[config.mk]
export PLATFORM = sky130hd
export DESIGN_NAME = sac_host_flat
export DESIGN_NICKNAME = d
export VERILOG_FILES = /design/src/pkg/sac_pkg.sv /design/src/pkg/sac_if.sv /design/src/verilog/sac_edge.sv /design/src/verilog/sac_host.sv /design/src/flat_wrapper.sv
export SDC_FILE = /design/constraint.sdc
export NUM_CORES = 1
export LEC_CHECK = 0
export BUFFER_PORTS_ARGS = -buffer_cell sky130_fd_sc_hd__buf_2
export CAP_MARGIN = 20
export CELL_PAD_IN_SITES_DETAIL_PLACEMENT = 1
export CELL_PAD_IN_SITES_GLOBAL_PLACEMENT = 2
export CORE_MARGIN = 4
export CORE_UTILIZATION = 35
export DETAILED_ROUTE_END_ITERATION = 8
export PLACE_DENSITY_LB_ADDON = 0.1
export SLEW_MARGIN = 40
export SYNTH_ARGS = -nofsm -noshare
export SYNTH_HDL_FRONTEND = slang
export SYNTH_SLANG_ARGS = --single-unit
[constraint.sdc]
create_clock -name i_clk -period 5.25 [get_ports i_clk]
set_input_delay 1.05 -clock i_clk [delete_from_list [all_inputs] [get_ports i_clk]]
set_output_delay 1.05 -clock i_clk [all_outputs]
set_load 0.1 [all_outputs]
[src/pkg/sac_pkg.sv]
// Contract
// - Start fall: busy low, result 10000000
// - Start reset acts while start held low
// - First conv edge after start high: MSB
// - Clear trial bit if DAC above input
// - Eight bits MSB first, busy high ninth
// - Result valid once busy returns high
// - Data tri-stated unless read enable high
// - Host keeps read low during conversion
// - Host may tie busy to read
// - Host holds start low 250ns minimum
// - 1.5us from start fall to MSB edge
// - Start rise 200ns from conv edge
// - Conversion takes nine converter clock periods
// - Host may read after nine clocks
// - Host gates decoded address with strobes
// - Host may use busy rise as interrupt
// - Converter clock runs only while busy low
package sac_pkg;
    localparam int          SAC_BITS         = 8;
    localparam int          SAC_CLK_MHZ      = 50;
    localparam int          SAC_START_NS     = 250;
    localparam int          SAC_SETTLE_NS    = 1500;
    localparam int          SAC_GUARD_NS     = 200;
    localparam int          SAC_CONV_PERIODS = 9;
    // Least times round up to whole 20 ns cycles
    localparam int          SAC_START_CYC    = (SAC_START_NS * SAC_CLK_MHZ + 999) / 1000;
    localparam int          SAC_SETTLE_CYC   = (SAC_SETTLE_NS * SAC_CLK_MHZ + 999) / 1000;
    localparam int          SAC_GUARD_CYC    = (SAC_GUARD_NS * SAC_CLK_MHZ + 999) / 1000;
    localparam int          SAC_HALF_CYC     = 25;
    localparam logic [7:0]  SAC_RESULT_RST   = 8'h80;
    localparam logic [7:0]  SAC_MSB_MASK     = 8'h80;
    typedef logic [SAC_BITS-1:0] sac_word_t;
endpackage

[src/pkg/sac_if.sv]
`timescale 1ns/1ps
// Link between converter logic and host
interface sac_if;
    logic                   wr_n;      // Start pulse, active low
    logic                   conv_clk;  // Converter clock level from host
    logic                   busy_n;    // Low while converting
    logic                   rd;        // Read enable, active high
    logic                   cmp_high;  // Comparator: DAC above input
    sac_pkg::sac_word_t     dac_code;  // Trial code to DAC
    sac_pkg::sac_word_t     data_out;  // Data pin output values
    sac_pkg::sac_word_t     data_oe;   // Data pin output enables
    modport dev  (input wr_n, conv_clk, rd, cmp_high,
                  output busy_n, dac_code, data_out, data_oe);
    modport host (output wr_n, conv_clk, rd,
                  input busy_n, data_out, data_oe);
endinterface

[src/verilog/sac_edge.sv]
`timescale 1ns/1ps
// Falling and rising edge detect of a synchronous level
module sac_edge (
    input  wire logic i_clk,   // System clock
    input  wire logic i_rst,   // Synchronous reset
    input  wire logic i_lvl,   // Level to watch
    output logic      o_fall,  // One-cycle fall pulse
    output logic      o_rise   // One-cycle rise pulse
);
    logic prev;
    // Previous level, reset high (idle)
    always_ff @(posedge i_clk) begin
        if (i_rst) begin
            prev <= 1'b1;
        end else begin
            prev <= i_lvl;
        end
    end
    assign o_fall = prev & ~i_lvl;
    assign o_rise = ~prev & i_lvl;
endmodule

[src/verilog/sac_host.sv]
`timescale 1ns/1ps
// Host end: start pulse, gated converter clock, read
module sac_host (
    input  wire logic  i_clk,     // System clock
    input  wire logic  i_rst,     // Synchronous reset
    sac_if.host        lnk,       // Link to converter
    input  wire logic  i_cs,      // Decoded address
    input  wire logic  i_wr,      // Write strobe, starts conversion
    input  wire logic  i_rd,      // Read strobe
    output sac_pkg::sac_word_t o_data, // Captured result
    output logic       o_valid,   // Result captured pulse
    output logic       o_irq      // Busy rise pulse
);
    import sac_pkg::*;
    typedef enum {S_IDLE, S_LOW, S_SETTLE, S_RUN} sac_hst_t;
    sac_hst_t  state;
    logic [7:0] cnt;
    logic [5:0] half;
    logic      busy_rise;
    logic      clk_lvl;
    sac_edge u_busy (
        .i_clk  (i_clk),
        .i_rst  (i_rst),
        .i_lvl  (lnk.busy_n),
        .o_fall (),
        .o_rise (busy_rise)
    );
    // Start and clock sequencing
    always_ff @(posedge i_clk) begin
        if (i_rst) begin
            state   <= S_IDLE;
            cnt     <= '0;
            half    <= '0;
            clk_lvl <= 1'b1;
            lnk.wr_n     <= 1'b1;
            lnk.conv_clk <= 1'b1;
        end else begin
            case (state)
                S_IDLE: begin
                    clk_lvl <= 1'b1;
                    lnk.conv_clk <= 1'b1;
                    if (i_cs && i_wr) begin
                        lnk.wr_n <= 1'b0;
                        cnt      <= 8'(SAC_START_CYC);
                        state    <= S_LOW;
                    end
                end
                S_LOW: begin
                    // Hold start low, then release with clock high
                    if (cnt <= 8'd1) begin
                        lnk.wr_n <= 1'b1;
                        cnt      <= 8'(SAC_SETTLE_CYC - SAC_START_CYC);
                        state    <= S_SETTLE;
                    end else begin
                        cnt <= cnt - 8'd1;
                    end
                end
                S_SETTLE: begin
                    if (cnt <= 8'd1) begin
                        half  <= 6'(SAC_HALF_CYC);
                        state <= S_RUN;
                    end else begin
                        cnt <= cnt - 8'd1;
                    end
                end
                S_RUN: begin
                    // Free clock until busy returns high
                    if (lnk.busy_n) begin
                        lnk.conv_clk <= 1'b1;
                        state        <= S_IDLE;
                    end else if (half <= 6'd1) begin
                        clk_lvl      <= ~clk_lvl;
                        lnk.conv_clk <= ~clk_lvl;
                        half         <= 6'(SAC_HALF_CYC);
                    end else begin
                        half <= half - 6'd1;
                    end
                end
                default: state <= S_IDLE;
            endcase
        end
    end
    // Read enable only outside conversion; capture result
    always_ff @(posedge i_clk) begin
        if (i_rst) begin
            lnk.rd  <= 1'b0;
            o_data  <= '0;
            o_valid <= 1'b0;
            o_irq   <= 1'b0;
        end else begin
            lnk.rd  <= i_cs && i_rd && lnk.busy_n && state == S_IDLE;
            o_valid <= lnk.rd && (&lnk.data_oe);
            o_irq   <= busy_rise;
            if (lnk.rd && (&lnk.data_oe)) begin
                o_data <= lnk.data_out;
            end
        end
    end
endmodule

[src/flat_wrapper.sv]
// flat-port wrapper written by rule: the top's interface ports become plain ports
module sac_host_flat import sac_pkg::*;
  (i_clk, i_rst, i_cs, i_wr, i_rd, o_data, o_valid, o_irq, lnk_wr_n, lnk_conv_clk, lnk_rd, lnk_busy_n, lnk_data_out, lnk_data_oe);
  sac_if lnk_i ();
  input  wire logic i_clk;
  input  wire logic i_rst;
  input  wire logic i_cs;
  input  wire logic i_wr;
  input  wire logic i_rd;
  output sac_pkg::sac_word_t o_data;
  output logic o_valid;
  output logic o_irq;
  output wire logic [$bits(lnk_i.wr_n)-1:0] lnk_wr_n;
  output wire logic [$bits(lnk_i.conv_clk)-1:0] lnk_conv_clk;
  output wire logic [$bits(lnk_i.rd)-1:0] lnk_rd;
  input wire logic [$bits(lnk_i.busy_n)-1:0] lnk_busy_n;
  input wire logic [$bits(lnk_i.data_out)-1:0] lnk_data_out;
  input wire logic [$bits(lnk_i.data_oe)-1:0] lnk_data_oe;
  assign lnk_wr_n = lnk_i.wr_n;
  assign lnk_conv_clk = lnk_i.conv_clk;
  assign lnk_rd = lnk_i.rd;
  assign lnk_i.busy_n = lnk_busy_n;
  assign lnk_i.data_out = lnk_data_out;
  assign lnk_i.data_oe = lnk_data_oe;
  sac_host u_core (.i_clk(i_clk), .i_rst(i_rst), .lnk(lnk_i), .i_cs(i_cs), .i_wr(i_wr), .i_rd(i_rd), .o_data(o_data), .o_valid(o_valid), .o_irq(o_irq));
endmodule
==> metrics.md, run 1 <==
| Metric | Value |
|---|---|
| Status | `complete, no violations` |
| Boundary pin count | `35` |
| ANT cells | `0` |
| CTS resizes | `0` |
| Min Tclk post-route | `2.337 ns` |
| CP top delay family | `simple AND/OR/NAND/NOR gates` |
| # H-tree levels | `2` |
| Share of cells above drive strength 1 | `23.81%` |
| Clock Skew | `0.008922 ns` |
| Syn avg cell area | `8.861 um^2` |
| Cell area after synthesis | `1737 um^2` |
| DP Cell Count | `291` |
| Seq. cell area | `620.6 um^2` |
| CP bufs+invs | `1` |
| Drt first pass iters | `4` |
| Worst-Margin Slew | `0.6836 ns` |
| Fill cell count | `593` |
| GPL Wtd Cong | `0.8494` |
| Clock latency at the later pin of the worst-skew pair | `0.28 ns` |
| Hold_buf cts | `0` |
| FF-to-FF path depth | `6` |
| PwrDens | `472.2 nW/um^2` |
| Largest net degree at the start of global routing | `34` |
| Register-to-Register Setup Slack | `3.02 ns` |
| Tot GR Track Use | `16.23%` |
| Initial DRC Count | `43` |
| Post-synth top area share | `35.73%` |
| Critical Path AT | `2.51 ns` |
| Postcts setup bufs | `0` |
| CORE AREA | `4755 um^2` |
| Critical Path Start Type | `primary input` |
| First-pass GRT wire length | `8086 um` |
| Critical Path RT | `5.42 ns` |
| Synthesized flop and latch total | `31` |
| Final TNS setup | `0 ns` |
| Slowest stage delay, CP | `0.54 ns` |
| Vias per inst | `5.473` |
| Pins Over Slew Limit | `0` |
| Initial antenna violation count | `0` |
| Die height | `78.44 um` |
| Final period utilization | `44.51%` |
| Unique masters post-synth | `54` |
| Worst r2r src | `u_core.state[0]` |
| Worst-path maximum fanout | `10` |
| Width of the die | `78.44 um` |
| Root buffer cell | `clkbuf_8` |
| Lkg Pwr | `0.8166 nW` |
| Top FF cell, synth | `dfxtp_1` |
| Max IR drop VDD | `0.2100 mV` |
| Critical path class | `in -> reg` |
| Cell Rows | `25` |
| Worst r2r dst | `u_core.cnt[1]` |
| Hold depth | `1` |
| Area Overhead vs Synth | `18.30%` |
| Max-slew headroom | `54.26%` |
| Antenna-violating nets left | `0` |
| Clock sink count | `31` |
| Non-filler cells, final | `298` |
| Vias in the first global route | `1,712` |
| Slowest stage cell, crit path | `nor2_1` |
| Hold Startpoint | `u_core.u_busy.prev` |
| Max cap viols | `0` |
| Ys async rst share | `0%` |
| Initial Util | `36.53%` |
| DRC Markers | `0` |
| Final-stage net count | `261` |
| Number of enable flip-flop cells after synthesis | `0` |
| TritonCTS clock tree | `yes` |
| Gate Count Post-Synth | `196` |
| Die footprint | `6153 um^2` |
| Total CTS buffers | `5` |
| Dpl hpwl | `3736 um` |
| Peak Freq | `427.9 MHz` |
| Sequential share of the synthesized area | `35.73%` |
| Synth area leader | `dfxtp_1` |
| CP endpoint kind | `flip-flop` |
| Warnings, synthesis | `0` |
| Synthesized net count | `226` |
| Gr ovfl total | `0` |
| Final-report setup violation count | `0` |
| Drt total wl | `4900 um` |
| Clk slew on worst S/H paths | `0.06 ns` |
| Design Power | `0.0009701 W` |
| IO Port Bufs | `34` |
| Drt wl/cell | `16.44 um` |
| Hold Vio Cnt, Final | `0` |
| Area of the multi-input gates | `1044 um^2` |
| RSZ-0062 raised after global routing | `false` |
| Via Count | `1,631` |
| Hold Path Class | `reg -> reg` |
| Critical path cell sequence | `buf_2 > a21boi_0 > nor2_1 > and2_1 > mux2_4` |
| Top cells by area, synth | `dfxtp_1, ha_1, nor2_1` |
| Hold Path End | `u_core.o_irq` |
| Worst Setup SP | `i_cs` |
| Bufs on Longest Clock Path | `2` |
==> state kept, by name, indices dropped and copies added (netlist names), 2 cells and up <==
register / flops
u_core.cnt: 8
u_core.state: 2
u_core.half: 6
u_core.o_data: 8
==> where the power goes <==
part,internal [W],switching [W],total (W)
combinational,0.000169,0.000303,0.000472
clock,0.000103,0.0000870,0.000190
sequential,0.000267,0.0000415,0.000308
total,0.000538,0.000432,0.000970
==> layout make-up <==
cell class              count  share of cell area, %
well taps                  67                  4.080
inverters                  13                  2.375
clock buffers               6                  4.019
multi-input cells         146                  50.79
repair buffers             34                  8.283
clock inverters             1                 0.2436
flip-flops and latches     31                  30.21
==> worst reg2reg max path, stage by stage, from the launching register on <==
cell and delay (ns):
dfxtp_1 0.38, inv_1 0.09, ha_1 0.25, a21boi_0 0.15, nor2_1 0.54, and2_1 0.38
mux2_4 0.32
==> synthesized netlist by cell type, drive strengths merged (2+ instances only) <==
library cell,count
ha,8
a21oi,13
clkbuf,4
o31ai,3
o21ai,9
buf,2
a31oi,5
nor4,4
o2111ai,2
or4,3
nor3,5
a311oi,3
or2,6
a21boi,3
nand3,5
nand2b,7
o21bai,4
nor2b,2
o211ai,3
nand2,3
nand4,3
a211oi,3
nor2,22
mux2i,8
or3,4
inv,13
dfxtp,31
a41oi,2
o32ai,2
o21a,2
==> how the worst max path moves through the flow <==
stage	end	slack (ns)	cells after the start
floorplan	u_core.cnt[1]	3.07	5
global placement	u_core.cnt[1]	2.71	5
detailed placement	u_core.cnt[1]	2.64	5
CTS	u_core.cnt[1]	2.93	5
global route	u_core.cnt[1]	2.82	5
finish	u_core.cnt[1]	2.91	5
==> cell families after synthesis <==
family | Yosys count | share of synthesized area, %
AOI/OAI and AO/OA | 61 | 26.15
xor gates and xnor gates | 1 | 0.5044
adders and majority gates | 8 | 5.764
buffers and inverters | 19 | 4.539
DFF | 31 | 35.74
muxes | 9 | 5.475
and+or+nand+nor | 67 | 21.83
==> per-stage QoR <==
stage	area, um^2	hold slack (ns)	util [%]	worst slack (ns)
6_report	2054	0.3880	43.21	2.913
2_1_floorplan	1737	0.3682	-	3.072
5_1_grt	2054	0.3989	43.21	2.821
3_3_place_gp	1961	0.3766	41.24	2.711
4_1_cts	2048	0.3926	43.08	2.933
3_5_place_dp	1961	0.3834	41.24	2.635
==> placed cells by master, fill, tap and decap left out, drive strengths merged, types with 2 or more instances in the layout <==
cell / count
buf: 34
dfxtp: 31
nor2: 22
inv: 13
a21oi: 13
o21ai: 9
mux2i: 8
ha: 8
nand2b: 7
clkbuf: 6
or2: 6
nand3: 5
nor3: 5
a31oi: 5
or3: 4
o21bai: 4
nor4: 4
o211ai: 3
nand2: 3
a211oi: 3
o31ai: 3
nand4: 3
a21boi: 3
a311oi: 3
or4: 3
nor2b: 2
a41oi: 2
o21a: 2
o2111ai: 2
o32ai: 2
==> routing by layer <==
layer | vias to the layer above | routed length (um) | global-route usage [%]
li1 | 802 | - | -
met1 | 795 | 2166 | 18.66
met2 | 25 | 2554 | 29.11
met3 | 9 | 116 | 4.014
met4 | 0 | 62 | 5.594
met5 | - | 0 | 0
Note: power is estimated with default switching activity, not from simulation.
==> run 2: changes to the inputs <==
--- a/config.mk
+++ b/config.mk
@@ -5,12 +5,13 @@
 export SDC_FILE = /design/constraint.sdc
 export NUM_CORES = 1
 export LEC_CHECK = 0
+export ABC_AREA = 1
 export BUFFER_PORTS_ARGS = -buffer_cell sky130_fd_sc_hd__buf_2
 export CAP_MARGIN = 20
 export CELL_PAD_IN_SITES_DETAIL_PLACEMENT = 1
 export CELL_PAD_IN_SITES_GLOBAL_PLACEMENT = 2
 export CORE_MARGIN = 4
-export CORE_UTILIZATION = 35
+export CORE_UTILIZATION = 29
 export DETAILED_ROUTE_END_ITERATION = 8
 export PLACE_DENSITY_LB_ADDON = 0.1
 export SLEW_MARGIN = 40
==> constraint.sdc (replaced) <==
create_clock -name i_clk -period 2.4 [get_ports i_clk]
set_input_delay 0.48 -clock i_clk [delete_from_list [all_inputs] [get_ports i_clk]]
set_output_delay 0.48 -clock i_clk [all_outputs]
set_load 0.1 [all_outputs]
==> run 2 against run 1 <==
Sequential cell count is the same. Sequential power grew 130%. Sequential share of layout area grew 0.99 points. Die area grew 11%. First-iteration DRC count grew 67%. Clock skew shrank 0.0039 ns. Global-route usage shrank 1.8 points. Critical path depth grew 4. Cell count grew 15%. Register-to-register slack lost 2.4 ns. Largest power group unchanged.
==> metrics.md, run 2 <==
| Metric | Value |
|---|---|
| Fin worst setup slack | `0.6098 ns (-2.303 ns)` |
| Top-count cell post-synth | `nand2_1` |
| Psw | `0.001284 W (+200%)` |
| Sw Ratio | `46.97% (+2.4 points)` |
| Clk slew on worst S/H paths | `0.07 ns (about the same)` |
| IO Port Bufs | `34 (unchanged)` |
| CORE AREA | `5270 um^2 (+11%)` |
| Sequential power share | `26.4% (-5.4 points)` |
| Cell area after synthesis | `1619 um^2 (-6.8%)` |
| Dpl hpwl | `3395 um (-9.1%)` |
| ANT cells | `0 (unchanged)` |
| Clock latency at the later pin of the worst-skew pair | `0.28 ns (about the same)` |
| Drt wl/cell | `12.63 um (-23%)` |
| RSZ-0062 raised after global routing | `false` |
| Unique masters post-synth | `27 (-50%)` |
| Critical path class | `reg -> reg` |
| Regs by FF count | `u_core.cnt x8, u_core.o_data x8, u_core.half x6` |
| Share of cells above drive strength 1 | `18.61% (-5.2 points)` |
| Critical Path Start Type | `flip-flop` |
| GPL Wtd Cong | `0.7675 (-9.6%)` |
| Setup WS pre-CTS | `0.6168 ns (-2.019 ns)` |
| Via Count | `1,564 (-4.1%)` |
| P_int | `0.001450 W (+170%)` |
| Top FF cell, synth | `dfxtp_1` |
| Peak Freq | `558.6 MHz` |
| Warnings, synthesis | `0 (unchanged)` |
| Bufs on Longest Clock Path | `2 (unchanged)` |
| # H-tree levels | `2 (unchanged)` |
| Clk network pwr share | `19.6% (about the same)` |
| Vias in the first global route | `1,629 (-4.8%)` |
| Postcts setup bufs | `0 (unchanged)` |
| Gr ovfl total | `0 (unchanged)` |
| Boundary pin count | `35 (unchanged)` |
| Critical Path AT | `2.00 ns (-0.51 ns)` |
| CTS resizes | `0 (unchanged)` |
| Hold Path Class | `reg -> reg` |
| Status | `complete, no violations` |
| Util after Layout | `37.75% (-5.5 points)` |
| Largest net degree at the start of global routing | `22 (-35%)` |
| Drt first pass iters | `4 (unchanged)` |
| Root buffer cell | `clkbuf_8` |
| Synthesized flop and latch total | `31 (unchanged)` |
| Top cells by count, synth | `nand2_1, inv_1, nor2_1, dfxtp_1, a21oi_1` |
| Top cells by area, synth | `dfxtp_1, nand2_1, inv_1` |
| PwrDens | `1374 nW/um^2 (+190%)` |
| Drt total wl | `4345 um (-11%)` |
| Hold_buf cts | `0 (unchanged)` |
| Non-filler cells, final | `344 (+15%)` |
| DP Cell Count | `336 (+15%)` |
| Most frequent cells in the layout | `nand2_1, buf_2, inv_1, nor2_1, dfxtp_1` |
| Syn avg cell area | `6.919 um^2 (-22%)` |
| Initial Util | `30.72% (-5.8 points)` |
| Pins Over Slew Limit | `0 (unchanged)` |
| Commonest non-fill, non-tap cell in the layout | `nand2_1` |
| Synthesized net count | `264 (+17%)` |
| Final TNS setup | `0 ns (unchanged)` |
| Width of the die | `82.72 um (+5.5%)` |
| Hold Vio Cnt, Final | `0 (unchanged)` |
| Post-synth top area share | `38.33% (+2.6 points)` |
| Ys async rst share | `0% (unchanged)` |
| Worst-Margin Slew | `0.5004 ns (-0.1831 ns)` |
| Total CTS buffers | `5 (unchanged)` |
| Cell Rows | `26 (+4.0%)` |
| Vias per inst | `4.547 (-17%)` |
| Area Overhead vs Synth | `22.87%` |
| Combinational Power Share | `53.9% (+5.2 points)` |
| Tot GR Track Use | `14.40% (-1.8 points)` |
| First-pass GRT wire length | `7431 um (-8.1%)` |
| Max-slew headroom | `66.87% (+13 points)` |
| Number of enable flip-flop cells after synthesis | `0 (unchanged)` |
| DRC Markers | `0 (unchanged)` |
| Max IR drop VDD | `0.6067 mV (+190%)` |
| Final-report setup violation count | `0 (unchanged)` |
| CP endpoint kind | `flip-flop` |
| TritonCTS clock tree | `yes` |
| Die footprint | `6843 um^2 (+11%)` |
| Worst-path maximum fanout | `7 (-3)` |
| Clock Skew | `0.005070 ns (-0.003852 ns)` |
| Min Tclk post-route | `1.790 ns` |
| Sequential share of the synthesized area | `38.33% (+2.6 points)` |
| Critical Path RT | `2.61 ns (-2.81 ns)` |
| Die height | `82.72 um (+5.5%)` |
| Initial DRC Count | `72 (+67%)` |
| Initial antenna violation count | `0 (unchanged)` |
| Final-stage net count | `303 (+16%)` |
| Final period utilization | `74.59%` |
| Max cap viols | `0 (unchanged)` |
| Lkg Pwr | `0.9142 nW (+12%)` |
| Antenna-violating nets left | `0 (unchanged)` |
| Clock sink count | `31 (unchanged)` |
| Design Power | `0.002733 W (+180%)` |
| Synth area leader | `dfxtp_1` |
| Gate Count Post-Synth | `234 (+19%)` |
-- run 2: final cells by class --
| class | instances | area, um^2 |
|---|---|---|
| Tap cell | 70 | 87.58 |
| Timing Repair Buffer | 35 | 177.7 |
| Fill cell | 698 | 3281 |
| Inverter | 34 | 127.6 |
| Clock inverter | 2 | 35.03 |
| Clock buffer | 6 | 82.58 |
| Sequential cell | 31 | 620.6 |
| Multi-Input combinational cell | 166 | 858.3 |
-- run 2: kinds of logic after synthesis --
| kind of cell | share of synthesized area, % |
|---|---|
| buffers and inverters | 8.655 |
| and+or+nand+nor | 29.44 |
| AOI/OAI and AO/OA | 16.31 |
| xor gates and xnor gates | 1.082 |
| adders and majority gates | 6.183 |
| DFF | 38.33 |
-- run 2: path summary, 6_finish.rpt --
| path | cells past startpoint | slack, ns | startpoint | endpoint |
|---|---|---|---|---|
| max | 9 | 0.61 | u_core.cnt[0] | u_core.cnt[4] |
| min | 1 | 0.39 | u_core.u_busy.prev | u_core.o_irq |
| max reg2reg | 9 | 0.61 | u_core.cnt[0] | u_core.cnt[4] |
| min reg2reg | 1 | 0.39 | u_core.u_busy.prev | u_core.o_irq |
-- run 2: layer usage --
| layer | global-route usage [%] | routed length (um) |
|---|---|---|
| met5 | 0 | 0 |
| met4 | 5.882 | 73 |
| met3 | 2.820 | 216 |
| met2 | 22.44 | 1782 |
| met1 | 19.40 | 2272 |
-- run 2: power groups by stage --
stage / Clock (W) / Combinational [W] / Sequential [W]
5_1_grt: 0.000582 / 0.00172 / 0.000743
3_5_place_dp: 0 / 0.00149 / 0.000734
2_1_floorplan: 0 / 0.00104 / 0.000829
3_3_place_gp: 0 / 0.00150 / 0.000731
6_report: 0.000536 / 0.00147 / 0.000723
4_1_cts: 0.000556 / 0.00149 / 0.000723
-- run 2: per-stage QoR --
stage,hold WS [ns],instance area [um^2]
after CTS,0.3904,1989
after global placement,0.3782,1872
after floorplan,0.3682,1619
after detailed placement,0.3804,1872
after global routing,0.4241,1989
final,0.3883,1989
-- run 2: worst max-delay path, stage by stage (launching register included) --
cell and delay [ns]:
dfxtp_1 0.36, inv_1 0.09, ha_1 0.30, nor2_1 0.16, nor2_2 0.07, nand3_1 0.19, nand3_1 0.19, nor2_1 0.18
nand2_1 0.07, a21oi_1 0.12
==> run 3: changes to the inputs <==
--- a/config.mk
+++ b/config.mk
@@ -5,13 +5,13 @@
 export SDC_FILE = /design/constraint.sdc
 export NUM_CORES = 1
 export LEC_CHECK = 0
-export ABC_AREA = 1
+export ABC_AREA = 0
 export BUFFER_PORTS_ARGS = -buffer_cell sky130_fd_sc_hd__buf_2
 export CAP_MARGIN = 20
 export CELL_PAD_IN_SITES_DETAIL_PLACEMENT = 1
 export CELL_PAD_IN_SITES_GLOBAL_PLACEMENT = 2
 export CORE_MARGIN = 4
-export CORE_UTILIZATION = 29
+export CORE_UTILIZATION = 32
 export DETAILED_ROUTE_END_ITERATION = 8
 export PLACE_DENSITY_LB_ADDON = 0.1
 export SLEW_MARGIN = 40
==> constraint.sdc (replaced) <==
create_clock -name i_clk -period 1.81 [get_ports i_clk]
set_input_delay 0.362 -clock i_clk [delete_from_list [all_inputs] [get_ports i_clk]]
set_output_delay 0.362 -clock i_clk [all_outputs]
set_load 0.1 [all_outputs]
==> run 3 against run 2 <==
Core utilization is 6.8 points higher. Non-clock buffer count is 23 higher. Power increased by 17%. Register-to-register slack got worse by 0.60 ns. Count of clock-buffer cells in the layout unchanged. Largest power group unchanged.
==> metrics.md, run 3 (same netlist as run 1, synthesis figures left out) <==
| Metric | Value |
|---|---|
| Final TNS setup | `0 ns (unchanged)` |
| ANT cells | `0 (unchanged)` |
| Critical Path RT | `2.01 ns (-0.60 ns)` |
| GPL Wtd Cong | `0.8340 (+8.7%)` |
| DP Cell Count | `318 (-5.4%)` |
| Root buffer cell | `clkbuf_8` |
| Clock Skew | `0.004721 ns (-0.0003483 ns)` |
| CP endpoint kind | `flip-flop` |
| CP top delay family | `compound AO/OA/AOI/OAI gates` |
| Hold depth | `3 (+2)` |
| Area Overhead vs Synth | `32.56%` |
| PwrDens | `1392 nW/um^2 (+1.3%)` |
| Hold Path Class | `in -> reg` |
| Worst-path maximum fanout | `5 (-2)` |
| IO Port Bufs | `34 (unchanged)` |
| Boundary pin count | `35 (unchanged)` |
| Vias per inst | `5.194 (+14%)` |
| Min Tclk post-route | `1.802 ns (+0.01190 ns)` |
| Antenna-violating nets left | `0 (unchanged)` |
| CORE AREA | `5172 um^2 (-1.9%)` |
| RSZ-0062 raised after global routing | `true` |
| Max IR drop VDD | `0.6285 mV (+3.6%)` |
| Total CTS buffers | `5 (unchanged)` |
| Clk slew on worst S/H paths | `0.07 ns (about the same)` |
| Bufs on Longest Clock Path | `2 (unchanged)` |
| Final-stage net count | `285 (-5.9%)` |
| Die footprint | `6670 um^2 (-2.5%)` |
| Drt first pass iters | `4 (unchanged)` |
| DRC Markers | `0 (unchanged)` |
| Max-slew headroom | `65.93% (-0.94 points)` |
| Slowest stage cell, crit path | `or4_4` |
| Commonest non-fill, non-tap cell in the layout | `buf_2` |
| Max cap viols | `0 (unchanged)` |
| Width of the die | `81.67 um (-1.3%)` |
| Largest net degree at the start of global routing | `15 (-32%)` |
| Non-filler cells, final | `325 (-5.5%)` |
| Critical path class | `reg -> reg` |
| Initial antenna violation count | `0 (unchanged)` |
| FF-to-FF path depth | `4 (-5)` |
| Placed Area | `2148 um^2 (+15%)` |
| Worst r2r dst | `u_core.half[4]` |
| Die height | `81.67 um (-1.3%)` |
| Final-report setup violation count | `0 (unchanged)` |
| Drt wl/cell | `16.44 um (+30%)` |
| Worst r2r src | `u_core.cnt[3]` |
| Drt total wl | `5344 um (+23%)` |
| Util after Layout | `44.51% (+6.8 points)` |
| CP bufs+invs | `0 (-1)` |
| Cell Rows | `26 (unchanged)` |
| Worst-Margin Slew | `0.5072 ns (+0.006811 ns)` |
| Slowest stage delay, CP | `0.56 ns (+0.20 ns)` |
| Initial Util | `33.58% (+2.9 points)` |
| Finished layout cell area | `2302 um^2 (+16%)` |
| Most frequent cells in the layout | `buf_2, dfxtp_1, buf_4, nor2_1` |
| Final period utilization | `99.56% (+25 points)` |
| Hold Path End | `u_core.lnk.rd` |
| Register-to-Register Setup Slack | `0.008 ns (-0.60 ns)` |
| Hold Startpoint | `i_rd` |
| Critical Path AT | `2.00 ns (about the same)` |
| TritonCTS clock tree | `yes` |
| Lkg Pwr | `0.9367 nW (+2.5%)` |
| Hold Vio Cnt, Final | `0 (unchanged)` |
| Clock latency at the later pin of the worst-skew pair | `0.28 ns (about the same)` |
| Clock sink count | `31 (unchanged)` |
| Vias in the first global route | `1,835 (+13%)` |
| Postcts setup bufs | `0 (unchanged)` |
| Hold_buf cts | `0 (unchanged)` |
| Tot GR Track Use | `16.64% (+2.2 points)` |
| # H-tree levels | `2 (unchanged)` |
| Gr ovfl total | `0 (unchanged)` |
| Via Count | `1,688 (+7.9%)` |
| Peak Freq | `554.9 MHz (-0.66%)` |
| Pins Over Slew Limit | `0 (unchanged)` |
| Share of cells above drive strength 1 | `37.25% (+19 points)` |
| Critical Path Start Type | `flip-flop` |
| Design Power | `0.003205 W (+17%)` |
| Initial DRC Count | `73 (+1.4%)` |
| Regs by FF count | `u_core.cnt x8, u_core.o_data x8, u_core.half x6` |
| Critical path cell sequence | `or4_4 > o31ai_4 > o211ai_1 > a221oi_2` |
| First-pass GRT wire length | `8500 um (+14%)` |
| Dpl hpwl | `4266 um (+26%)` |
| Status | `complete, no violations` |
==> run 3: cell count changes in the layout (fill, tap and decap cells not counted), moves of 7 or more <==
cell / previous run / this run
buf_4: 1 / 24
inv_1: 33 / 13
mux2i_1: 0 / 8
nand2_1: 49 / 3
nor2_1: 32 / 20
nand3_1: 16 / 5
nand2b_1: 0 / 7
==> run 3: per-layer routing <==
metal | vias up | wire, um | track usage [%]
met3 | 5 | 146 | 3.618
met4 | 0 | 55 | 6.478
met2 | 15 | 2879 | 30.13
li1 | 842 | - | -
met1 | 826 | 2263 | 18.92
met5 | - | 0 | 0
==> run 3: worst max path at each step <==
| stage | startpoint | to | slack [ns] | cells after the start |
|---|---|---|---|---|
| after CTS | u_core.state[0] | u_core.cnt[5] | 0.01 | 7 |
| after global routing | u_core.cnt[3] | u_core.half[4] | -0.11 | 4 |
| after floorplan | u_core.lnk.rd | u_core.o_data[0] | 0.02 | 4 |
| after detailed placement | u_core.cnt[0] | u_core.half[1] | -0.08 | 6 |
| final | u_core.cnt[3] | u_core.half[4] | 0.008 | 4 |
| after global placement | u_core.cnt[1] | u_core.half[1] | 0.02 | 6 |
==> run 3: power by group <==
group	switching [W]	total, W	internal, W
Combinational	0.00103	0.00177	0.000739
Clock	0.000258	0.000556	0.000298
Sequential	0.000101	0.000880	0.000779
==> run 3: through the flow <==
stage          hold slack (ns)  setup slack, ns
2_1_floorplan           0.3682          0.02442
3_3_place_gp            0.3762          0.01871
3_5_place_dp            0.3830         -0.07622
4_1_cts                 0.3183          0.01372
5_1_grt                 0.3245          -0.1077
6_report                0.3226         0.007911
==> run 3: final cells by class <==
cell class                      instances  area, um^2
Tap cell                               70       87.58
Clock inverter                          1       5.005
Sequential cell                        31       625.6
Fill cell                             633        2870
Timing Repair Buffer                   58       350.3
Multi-Input combinational cell        146        1102
Clock buffer                            6       82.58
Inverter                               13       48.80
==> run 3: worst min-delay path, cell delays in order <==
cell,delay [ns]
buf_2,0.10
nand3_1,0.07
nor2_1,0.04
==> run 3: timing repair <==
action                                 in CTS  in global routing
endpoints found under the hold margin       0                  0
gates resized for setup                     3                 17
pin swaps                                   1                  6
setup endpoints to repair                   8                 13
